==> config.mk <==
export PLATFORM = sky130hd
export DESIGN_NAME = ticop_top
export DESIGN_NICKNAME = d
export VERILOG_FILES = /design/src/ticop_pkg.sv /design/src/ticop_top.sv /design/src/ticop_cull.sv
export SDC_FILE = /design/constraint.sdc
export NUM_CORES = 1
export LEC_CHECK = 0
export ABC_AREA = 1
export ABC_CLOCK_PERIOD_IN_PS = 1500
export BUFFER_PORTS_ARGS = -buffer_cell sky130_fd_sc_hd__buf_2
export CORE_ASPECT_RATIO = 0.75
export CORE_MARGIN = 2
export CORE_UTILIZATION = 50
export DETAILED_ROUTE_END_ITERATION = 16
export PLACE_DENSITY_LB_ADDON = 0.1
export RECOVER_POWER = 100
export SLEW_MARGIN = 10
export SYNTH_ARGS = -nofsm -noshare
export SYNTH_HDL_FRONTEND = slang
export SYNTH_HIERARCHICAL = 1
export SYNTH_SLANG_ARGS = --single-unit
==> constraint.sdc <==
create_clock -name mclk -period 1.5 [get_ports mclk]
set_clock_uncertainty 0.05 [all_clocks]
set_input_delay 0.15 -clock mclk [delete_from_list [all_inputs] [get_ports mclk]]
set_output_delay 0.15 -clock mclk [all_outputs]
set_load 0.005 [all_outputs]
==> src/ticop_pkg.sv <==
// Package: register map, field layout and carrier types of the interrupt culling option block
package ticop_pkg;

    localparam logic [3:0] TICOP_ADDR_OPTION  = 4'h0;
    localparam logic [3:0] TICOP_ADDR_OPTION0 = 4'h1;
    localparam logic [3:0] TICOP_ADDR_STATUS  = 4'h2;
    localparam logic [3:0] TICOP_ADDR_MASK    = 4'h3;
    localparam logic [3:0] TICOP_ADDR_PEND    = 4'h4;

    localparam int TICOP_CREST_BIT   = 7;
    localparam int TICOP_VALLEY_BIT  = 6;
    localparam int TICOP_CNT_LSB     = 0;
    localparam int TICOP_CNT_W       = 5;
    localparam int TICOP_RWMODE_BIT  = 0;

    localparam logic [7:0] TICOP_OPTION_RESET  = 8'h00;
    localparam logic [7:0] TICOP_OPTION_WMASK  = 8'hDF;
    localparam logic [7:0] TICOP_OPTION0_RESET = 8'h00;
    localparam logic [7:0] TICOP_OPTION0_WMASK = 8'h01;
    localparam logic [1:0] TICOP_IRQ_RESET     = 2'h0;
    localparam logic [4:0] TICOP_CNT_RESET     = 5'h00;

    // Status bits: 0 passed interrupt, 1 batch transfer done
    localparam int TICOP_ST_PASS  = 0;
    localparam int TICOP_ST_XFER  = 1;

    typedef struct packed {
        logic        read;
        logic        write;
        logic [3:0]  address;
        logic [3:0]  byteenable;
        logic [31:0] writedata;
    } ticop_req_t;

    typedef struct packed {
        logic        waitrequest;
        logic [31:0] readdata;
    } ticop_rsp_t;

    typedef struct packed {
        logic crest_match_event;
        logic valley_underflow_event;
        logic transfer_point;
        logic timer_run_enable;
    } ticop_evt_t;

    typedef struct packed {
        logic       cull_pulse;
        logic       adtrig1_pulse;
        logic       adtrig2_pulse;
        logic [4:0] cull_count;
    } ticop_out_t;

endpackage : ticop_pkg

==> src/ticop_top.sv <==
// Interrupt culling option register with Avalon-MM slave and culling outputs
`timescale 1ns/1ps
module ticop_top
#(
    parameter int CNT_W = 5
)
(
    input  wire logic                 mclk,
    input  wire logic                 reset,
    input  wire ticop_pkg::ticop_req_t av_req,
    output ticop_pkg::ticop_rsp_t      av_rsp,
    input  wire ticop_pkg::ticop_evt_t evt,
    output ticop_pkg::ticop_out_t      cull_out,
    output logic                      batch_mode,
    output logic                      irq
);
    import ticop_pkg::*;

    typedef struct packed {
        logic [7:0]  option;
        logic [7:0]  pending;
        logic        pend_valid;
        logic [7:0]  option0;
        logic [1:0]  status;
        logic [1:0]  mask;
        logic        ack;
        logic [31:0] rdata;
        logic        cull;
        logic        adt1;
        logic        adt2;
        logic        irq;
        logic        waitreq;
        logic        batch;
        logic        crest_src;
        logic        valley_src;
    } ticop_st_t;

    ticop_st_t st_r;
    ticop_st_t st_nxt;

    logic             count_event;
    logic             pass_pulse;
    logic [CNT_W-1:0] count_value;
    logic             access;
    logic             wr_take;
    logic [7:0]       wbyte;

    // Elaboration check of the count field width
    if (CNT_W != TICOP_CNT_W)
    begin : g_cnt_w_check
        $error("ticop_top: CNT_W must match the register field width");
    end

    function automatic logic [7:0] merge_byte(input logic [7:0] old, input logic [7:0] nw,
                                              input logic [7:0] wmask);
        merge_byte = (old & ~wmask) | (nw & wmask);
    endfunction : merge_byte

    // Event selection feeding the culling counter
    assign count_event = (st_r.option[TICOP_CREST_BIT] & evt.crest_match_event)
                       | (st_r.option[TICOP_VALLEY_BIT] & evt.valley_underflow_event);

    ticop_cull #(.CNT_W(CNT_W)) u_cull
    (
        .mclk        (mclk),
        .reset       (reset),
        .count_event (count_event),
        .cull_limit  (st_r.option[TICOP_CNT_LSB +: CNT_W]),
        .pass_pulse  (pass_pulse),
        .count_value (count_value)
    );

    // One-cycle answer: waitrequest high on first cycle, low on the second
    assign access  = (av_req.read | av_req.write) & ~st_r.ack;
    assign wr_take = av_req.write & st_r.ack & av_req.byteenable[0];
    assign wbyte   = av_req.writedata[7:0];

    always_comb
    begin
        st_nxt       = st_r;
        st_nxt.ack   = access;
        st_nxt.cull  = pass_pulse;
        // Remember which source was counted so a pass reaches the matching trigger
        st_nxt.crest_src  = st_r.option[TICOP_CREST_BIT] & evt.crest_match_event;
        st_nxt.valley_src = st_r.option[TICOP_VALLEY_BIT] & evt.valley_underflow_event;
        st_nxt.adt1  = pass_pulse & st_r.crest_src;
        st_nxt.adt2  = pass_pulse & st_r.valley_src;
        if (access)
        begin
            case (av_req.address)
                TICOP_ADDR_OPTION:  st_nxt.rdata = {24'h000000, st_r.option & TICOP_OPTION_WMASK};
                TICOP_ADDR_OPTION0: st_nxt.rdata = {24'h000000, st_r.option0};
                TICOP_ADDR_STATUS:  st_nxt.rdata = {30'h00000000, st_r.status};
                TICOP_ADDR_MASK:    st_nxt.rdata = {30'h00000000, st_r.mask};
                TICOP_ADDR_PEND:    st_nxt.rdata = {23'h000000, st_r.pend_valid, st_r.pending};
                default:            st_nxt.rdata = 32'h00000000;
            endcase
        end
        // Batch transfer point moves pending value into live register
        if (evt.transfer_point && st_r.pend_valid)
        begin
            st_nxt.option     = st_r.pending;
            st_nxt.pend_valid = 1'b0;
        end
        if (wr_take)
        begin
            case (av_req.address)
                TICOP_ADDR_OPTION:
                begin
                    if (st_r.option0[TICOP_RWMODE_BIT])
                        st_nxt.option = merge_byte(st_r.option, wbyte, TICOP_OPTION_WMASK);
                    else
                    begin
                        st_nxt.pending    = merge_byte(st_r.pend_valid ? st_r.pending : st_r.option,
                                                       wbyte, TICOP_OPTION_WMASK);
                        st_nxt.pend_valid = 1'b1;
                    end
                end
                TICOP_ADDR_OPTION0: st_nxt.option0 = merge_byte(st_r.option0, wbyte, TICOP_OPTION0_WMASK);
                TICOP_ADDR_STATUS:  st_nxt.status  = st_r.status & ~wbyte[1:0];
                TICOP_ADDR_MASK:    st_nxt.mask    = wbyte[1:0];
                default:            st_nxt.mask    = st_nxt.mask;
            endcase
        end
        // Set wins over clear
        if (pass_pulse)
            st_nxt.status[TICOP_ST_PASS] = 1'b1;
        if (evt.transfer_point && st_r.pend_valid)
            st_nxt.status[TICOP_ST_XFER] = 1'b1;
        st_nxt.irq = |(st_nxt.status & st_nxt.mask);
        st_nxt.waitreq = ~access;
        st_nxt.batch   = ~st_nxt.option0[TICOP_RWMODE_BIT];
    end

    always_ff @(posedge mclk)
    begin
        if (reset)
        begin
            st_r            <= '0;
            st_r.option     <= TICOP_OPTION_RESET;
            st_r.pending    <= TICOP_OPTION_RESET;
            st_r.option0    <= TICOP_OPTION0_RESET;
            st_r.status     <= TICOP_IRQ_RESET;
            st_r.mask       <= TICOP_IRQ_RESET;
            st_r.waitreq    <= 1'b1;
            st_r.batch      <= ~TICOP_OPTION0_RESET[TICOP_RWMODE_BIT];
        end
        else
            st_r <= st_nxt;
    end

    assign av_rsp.waitrequest     = st_r.waitreq;
    assign av_rsp.readdata        = st_r.rdata;
    assign cull_out.cull_pulse    = st_r.cull;
    assign cull_out.adtrig1_pulse = st_r.adt1;
    assign cull_out.adtrig2_pulse = st_r.adt2;
    assign cull_out.cull_count    = st_r.option[TICOP_CNT_LSB +: TICOP_CNT_W];
    assign batch_mode             = st_r.batch;
    assign irq                    = st_r.irq;

    AST_RESET_CLEARS: assert property (@(posedge mclk)
        $past(reset) |-> (st_r.option == TICOP_OPTION_RESET))
        else $error("option not cleared by reset");
    AST_CREST_GATED: assert property (@(posedge mclk) disable iff (reset)
        (!st_r.option[TICOP_CREST_BIT] && !st_r.option[TICOP_VALLEY_BIT]) |-> !count_event)
        else $error("event counted while both sources disabled");
    AST_IMMEDIATE_WRITE: assert property (@(posedge mclk) disable iff (reset)
        (wr_take && av_req.address == TICOP_ADDR_OPTION && st_r.option0[TICOP_RWMODE_BIT]
         && !(evt.transfer_point && st_r.pend_valid))
        |=> (st_r.option == ($past(av_req.writedata[7:0]) & TICOP_OPTION_WMASK)))
        else $error("immediate write not applied");
    AST_BATCH_HOLD: assert property (@(posedge mclk) disable iff (reset)
        (wr_take && av_req.address == TICOP_ADDR_OPTION && !st_r.option0[TICOP_RWMODE_BIT]
         && !(evt.transfer_point && st_r.pend_valid))
        |=> st_r.pend_valid && $stable(st_r.option))
        else $error("batch write changed option before transfer");
    AST_BATCH_APPLY: assert property (@(posedge mclk) disable iff (reset)
        (evt.transfer_point && st_r.pend_valid && !wr_take) |=> (st_r.option == $past(st_r.pending)))
        else $error("pending value not applied at transfer point");
    AST_CULL_OUT: assert property (@(posedge mclk) disable iff (reset)
        pass_pulse |=> cull_out.cull_pulse)
        else $error("culling output missed pass");
    AST_RUN_WRITE: assert property (@(posedge mclk) disable iff (reset)
        (access && av_req.write && evt.timer_run_enable) |=> !av_rsp.waitrequest)
        else $error("write refused while running");
    AST_RESERVED_ZERO: assert property (@(posedge mclk) disable iff (reset)
        (st_r.ack && av_req.address != TICOP_ADDR_PEND) |-> (av_rsp.readdata[31:8] == 24'h000000))
        else $error("upper read bits not zero");
    AST_WAIT_ONE: assert property (@(posedge mclk) disable iff (reset)
        access |=> !av_rsp.waitrequest)
        else $error("answer not after one cycle");
    AST_IDLE_WAIT: assert property (@(posedge mclk) disable iff (reset)
        !(av_req.read || av_req.write) |=> av_rsp.waitrequest)
        else $error("waitrequest low without a request");
    AST_ADT_WITH_CULL: assert property (@(posedge mclk) disable iff (reset)
        (cull_out.adtrig1_pulse || cull_out.adtrig2_pulse) |-> cull_out.cull_pulse)
        else $error("trigger pulse without culling pass");
    AST_ADT1_SOURCE: assert property (@(posedge mclk) disable iff (reset)
        (pass_pulse && st_r.crest_src) |=> cull_out.adtrig1_pulse)
        else $error("crest pass missed trigger one");
    AST_PASS_STATUS: assert property (@(posedge mclk) disable iff (reset)
        pass_pulse |=> st_r.status[TICOP_ST_PASS])
        else $error("pass did not set status");

endmodule : ticop_top

==> src/ticop_cull.sv <==
// Culling counter: passes one of every N+1 counted events
`timescale 1ns/1ps
module ticop_cull
#(
    parameter int CNT_W = 5
)
(
    input  wire logic             mclk,
    input  wire logic             reset,
    input  wire logic             count_event,
    input  wire logic [CNT_W-1:0] cull_limit,
    output logic                  pass_pulse,
    output logic [CNT_W-1:0]      count_value
);
    import ticop_pkg::*;

    typedef struct packed {
        logic             pass;
        logic [CNT_W-1:0] cnt;
    } ticop_cs_t;

    ticop_cs_t st_r;
    ticop_cs_t st_nxt;

    // Elaboration check of the counter width
    if (CNT_W < 1 || CNT_W > 16)
    begin : g_cnt_w_check
        $error("ticop_cull: CNT_W out of range");
    end

    always_comb
    begin
        st_nxt      = st_r;
        st_nxt.pass = 1'b0;
        if (count_event)
        begin
            if (st_r.cnt >= cull_limit)
            begin
                st_nxt.pass = 1'b1;
                st_nxt.cnt  = '0;
            end
            else
                st_nxt.cnt = st_r.cnt + CNT_W'(1);
        end
    end

    always_ff @(posedge mclk)
    begin
        if (reset)
            st_r <= '0;
        else
            st_r <= st_nxt;
    end

    assign pass_pulse  = st_r.pass;
    assign count_value = st_r.cnt;

    AST_ZERO_PASSES_ALL: assert property (@(posedge mclk) disable iff (reset)
        (count_event && cull_limit == '0) |=> pass_pulse)
        else $error("count zero did not pass event");
    AST_MASKED_NO_PASS: assert property (@(posedge mclk) disable iff (reset)
        (count_event && st_r.cnt < cull_limit) |=> !pass_pulse)
        else $error("masked event was passed");

endmodule : ticop_cull

* After elaboration in Yosys (flattened, before gate mapping)
Index checks and enable logic that the tools add are counted.
** Cells by class
- Add/subtract/negate cells :: 1
- $lt $le $gt $ge :: 1
- Equality and inequality tests :: 4
- Mux-type cells :: 15
- Bitwise operators :: 20
- Reductions and logical operators :: 6
** Operators by type and width (number)
- one-hot mux 9 bit (5 select lines) :: 1
- two-way mux 29 bit :: 1
- two-way mux 8 bit :: 3
- two-way mux 17 bit :: 1
- bitwise OR 6 x 8 -> 8 bit :: 2
- two-way mux 9 bit :: 1
- equality test 4 x 2 -> 1 bit, second input constant :: 2
- bitwise OR 8 x 1 -> 8 bit :: 1
- bitwise AND 1 bit :: 7
- two-way mux 6 bit :: 1
- adder 5 x 1 -> 5 bit, second input constant :: 1
- greater-or-equal comparator 5 bit :: 1
- two-way mux 5 bit :: 1
- inverter 1 bit :: 5
- bitwise AND 2 bit :: 2
- equality test 4 x 1 -> 1 bit, second input constant :: 1
- equality test 4 x 3 -> 1 bit, second input constant :: 1
- logical NOT 4 bit :: 1
- two-way mux 1 bit :: 4
- two-way mux 2 bit :: 2
- OR reduction 2 bit :: 2
- AND reduction 3 bit :: 1
- inverter 2 bit :: 1
- bitwise OR 1 bit :: 2
- 2 further kinds :: 2
** Storage, ports and cells
- Register bits after elaboration :: 76
- Input port bits :: 48
- Output and inout port bits :: 43
- Logic and storage cells :: 66

* Depth between registers and ports, before layout
- Depth after elaboration :: 8
- Depth in mapped cells :: 9
- Depth with buffers taken out :: 9

* Hierarchy
Netlist, hierarchy kept.
** By module, submodules not included
- ticop_top :: times used 1, cells each 281, area each 2095.8 µm², sequential area each 800.8 µm²
- ticop_cull :: times used 1, cells each 60, area each 405.4 µm², sequential area each 120.1 µm²

* Worst setup path before layout
Ideal clock, no wire load.
- Path type :: reg2reg
- From :: reg u_cull.st_r, in the netlist u_cull/count_value[0]
- To :: reg u_cull.st_r, in the netlist u_cull/count_value[1]
- Setup time :: 0.117 ns
- Arrival time :: 1.104 ns
- Data required time :: 1.333 ns
- Slack :: 0.229 ns
- Cell stages (with the launch flop) :: 10
- Buffers on the path :: 0
- Period minus slack after synthesis :: 1.271 ns
- Cell sequence :: dfxtp_1 > inv_1 > ha_1 > inv_1 > nand2_1 > nand2_1 > nor2_1 > nor2_2 > nor2_2 > nor2_1
** Between the ends
- Longest elaborated chain between the ends :: 2
- Elaborated cells between the ends (all ways) :: 3
- Those cells by class :: 1 x add/sub; 1 x order compare; 1 x mux
** RTL lines
- start: declaration :: RTL line ticop_cull.sv:22 : ticop_cs_t st_r;
- start signal: assignment :: RTL line ticop_cull.sv:52 : st_r <= st_nxt;
- adder 5 x 1 -> 5 bit or greater-or-equal comparator 5 bit (tied branches) :: RTL line ticop_cull.sv:43, ticop_cull.sv:37
- two-way mux 5 bit (*) :: RTL line ticop_cull.sv:37 : if (st_r.cnt >= cull_limit)
Every way passes the cells marked *; elsewhere a longest branch is shown, timed or not.
A chain may end at the register's enable or synchronous reset.

* Worst setup path after layout
- From :: reg st_r[40] (netlist bit)
- To :: reg st_r[59] (netlist bit)
** Between the ends
- Longest elaborated chain between the ends :: 3
** RTL lines
- start: declaration :: RTL line ticop_top.sv:38 : ticop_st_t st_r;
- start signal: assignment :: RTL line ticop_top.sv:149 : st_r <= st_nxt;
- bitwise AND 1 bit (2 in a row) :: RTL line ticop_top.sv:75 : assign wr_take = av_req.write & st_r.ack & av_req.byteenable[0];
- AND reduction 3 bit (no line)
No other way between the ends.

==> impl_metrics.py <==
metrics = {
    "drt": {
        "routed_wl_mm": 4.92,
        "wl_met3_um": 262,
        "wl_met2_mm": 2.08,
        "wl_met1_mm": 2.55,
        "drtIter0Drc": 75,
        "drc_errors": 0,
        "final_antenna_net_count": 0,
        "vias": 2059,
        "highest_layer": "met4",
        "avgRoutedWirePerCell_um": 11.3,
        "drtPass1Iterations": 4,
        "routed_via_density": 4.74,
    },
    "worst_hold_path": {
        "hold_depth": 3,
        "hold_path_class": "input pin to flop",
    },
    "global_routing": {
        "antenna_found_initial": 0,
        "track_usage_pct": 19.1,
        "grt_pass1_wl_mm": 8.35,
        "grt_pass1_vias": 1790,
        "grt_max_degree": 19,
        "grt-ovfl-total": 0,
    },
    "layout": {
        "layout_commonest_cell": "nand2_1",
        "n_fill_cell": 493,
        "mostFrequentLayoutCells": "68 x nand2_1, 55 x nor2_1, 45 x dfxtp_1, 36 x inv_1, 31 x buf_2",
        "drive_gt1_share_pct": 16.8,
        "diodes": 0,
        "area_growth_pct": 5.65,
        "regArea_um2": 922,
        "final_design_area_no_fill_um2": 2640,
        "fin_nets": 427,
        "multiInputGateArea_um2": 1170,
    },
    "yosys": {
        "ys_seq_area_share_pct": 36.8,
        "netlist_instances": 341,
        "synth_area_um2": 2500,
        "postSynthRegisterBits": 46,
        "yosysTopAreaCellShare_pct": 36.8,
        "synthTopCellsByArea": "dfxtp_1 37%, buf_4 12%, nand2_1 10%",
        "yosysTopAreaCell": "dfxtp_1",
        "synth.avg_cell_area_um2": 7.33,
        "yosysWarnings": 6,
        "yosys.cell_types.count": 33,
    },
    "worst_setup_path": {
        "worst-r2r-setup-slack_ps": 140,
        "max_stage_delay_ps": 450,
        "worstSetupEndpointType": "flop",
        "worstSetupStartpointType": "flop",
        "worstSetupEndpoint": "st_r[59]$_SDFFE_PP0P_",
        "r2r-end": "st_r[59]$_SDFFE_PP0P_",
        "critPathTopFamily": "simple AND/OR/NAND/NOR gates",
        "path_depth": 5,
        "crit_slowest_cell": "nor3_4",
        "path_class": "flop to flop",
        "regToRegStartpoint": "st_r[40]$_SDFF_PP0_",
        "worst-path-buf-inv": 0,
        "startpoint": "st_r[40]$_SDFF_PP0_",
        "path_cells": "nand3_2 > nor3_4 > nand3_1 > nand2_1 > nor2_1",
        "crit_arrival_ps": 1520,
        "cp_max_fo": 10,
        "reg2regPathDepth": 5,
        "critPathRequiredTime_ps": 1650,
    },
    "timing": {
        "setup_tns_ps": 0,
        "min_period_ps": 1360,
        "final-hold-violation-count": 0,
        "setup_violations": 0,
        "slew_viol_final": 0,
        "period_share_pct": 91.0,
        "timing.fmax_mhz": 733,
        "slew-limit-headroom_pct": 58.7,
        "rsz0062_at_grt": "false",
        "worst_pin_slew_ps": 618,
    },
    "clock_tree": {
        "h-tree-depth": 2,
        "clk_pin_slew_ps": 90,
        "cts_setup_buffers": 0,
        "cts-root-buf": "clkbuf_8",
        "cts_tree": "built",
        "cts_max_path_buffers": 2,
        "clock_latency_ps": 290,
        "cts_num_sinks": 46,
        "cts_made_buffers": 5,
    },
    "job": {
        "cap_violations": 0,
    },
    "floorplan": {
        "dieArea_um2": 5590,
        "die_h_um": 65.3,
        "ios": 91,
        "start_util_pct": 51.6,
        "num_rows": 22,
        "core_area_um2": 4840,
        "die_width_um": 85.7,
    },
    "power_and_ir_drop": {
        "ir_drop_uv": 470,
        "powerDensity_nw_per_um2": 804,
        "static-leakage-power_uw": 0.00127,
    },
    "placement": {
        "io_buffers": 38,
        "gp_congestion": 0.795,
        "hpwl_mm": 3.78,
        "placed_area_um2": 2570,
    },
    "outcome": {
        "status": "complete, no violations",
    },
}
## routing by layer
layer  up-vias  global-route usage, %
met5         -                      0
met4         0                   4.76
met3         2                   4.90
met2        49                   27.9
met1       928                   27.8
li1       1080                      -
## repair_timing
action | CTS | global route
resized for setup | 0 | 2
setup endpoints to repair | 0 | 5
hold buffers | 0 | 0
## worst reg2reg max path, stage by stage, from the launching register on
cell and delay [ps]:
dfxtp_1 350, nand3_2 200, nor3_4 450, nand3_1 120, nand2_1 80, nor2_1 30
## cell usage after synthesis, drive strengths merged
cell and number:
conb 1, buf 44, nor3 5, dfxtp 46, a21oi 8, nand4 6
inv 37, bufbuf 1, nor2 60, and2 1, ha 6, o21ai 26
o22ai 3, nand3b 1, nand2 71, a22o 2, nand3 21, clkbuf 1
o21bai 1
## metrics by stage
stage	setup WS, ps	total power (uW)	utilization (%)	instances	hold WS [ps]
2_1_floorplan	229	1390	-	363	177
5_1_grt	16.7	2230	54.5	434	27.5
4_1_cts	77.1	2160	55.0	434	36.2
3_5_place_dp	81.7	1400	53.1	426	352
6_report	135	2120	54.5	434	46.2
3_3_place_gp	106	1400	53.1	426	345
## how the worst min path moves through the flow
stage	startpoint	end	slack, ps
final	evt[2]	st_r[0]$_SDFF_PP0_	50
after global routing	reset	st_r[53]$_SDFF_PP0_	30
after CTS	evt[3]	st_r[1]$_SDFF_PP0_	40
after detailed placement	av_req[4]	st_r[58]$_SDFFE_PP0P_	350
after global placement	av_req[4]	st_r[58]$_SDFFE_PP0P_	340
after floorplan	reset	u_cull/pass_pulse$_SDFF_PP0_	180
## cell type report
cell class	count	share of cell area, %
repair buffers	49	9.28
multi-input cells	234	44.3
clock inverters	3	0.805
flip-flops and latches	46	34.9
well taps	60	2.84
inverters	37	5.26
clock buffers	5	2.60
## logic make-up after synthesis
logic type,synth area share (%)
AO/OA/AOI/OAI,9.01
buffers and inverters,19.9
other,0.150
flip-flops,36.8
adder cells (fa/ha/maj),3.00
AND/OR/NAND/NOR,31.2
## state kept, by name, indices dropped and copies added (netlist names)
signal,cells
st_r,20
av_rsp,10
cull_out,8
u_cull/count_value,5
batch_mode,1
irq,1
u_cull/pass_pulse,1
## power by group
part	internal [uW]	total, uW	switching (uW)
Sequential	1230	1230	2.71
Combinational	41.1	143	102
Clock	328	752	425
No activity file was read; power rests on OpenSTA's default activity.
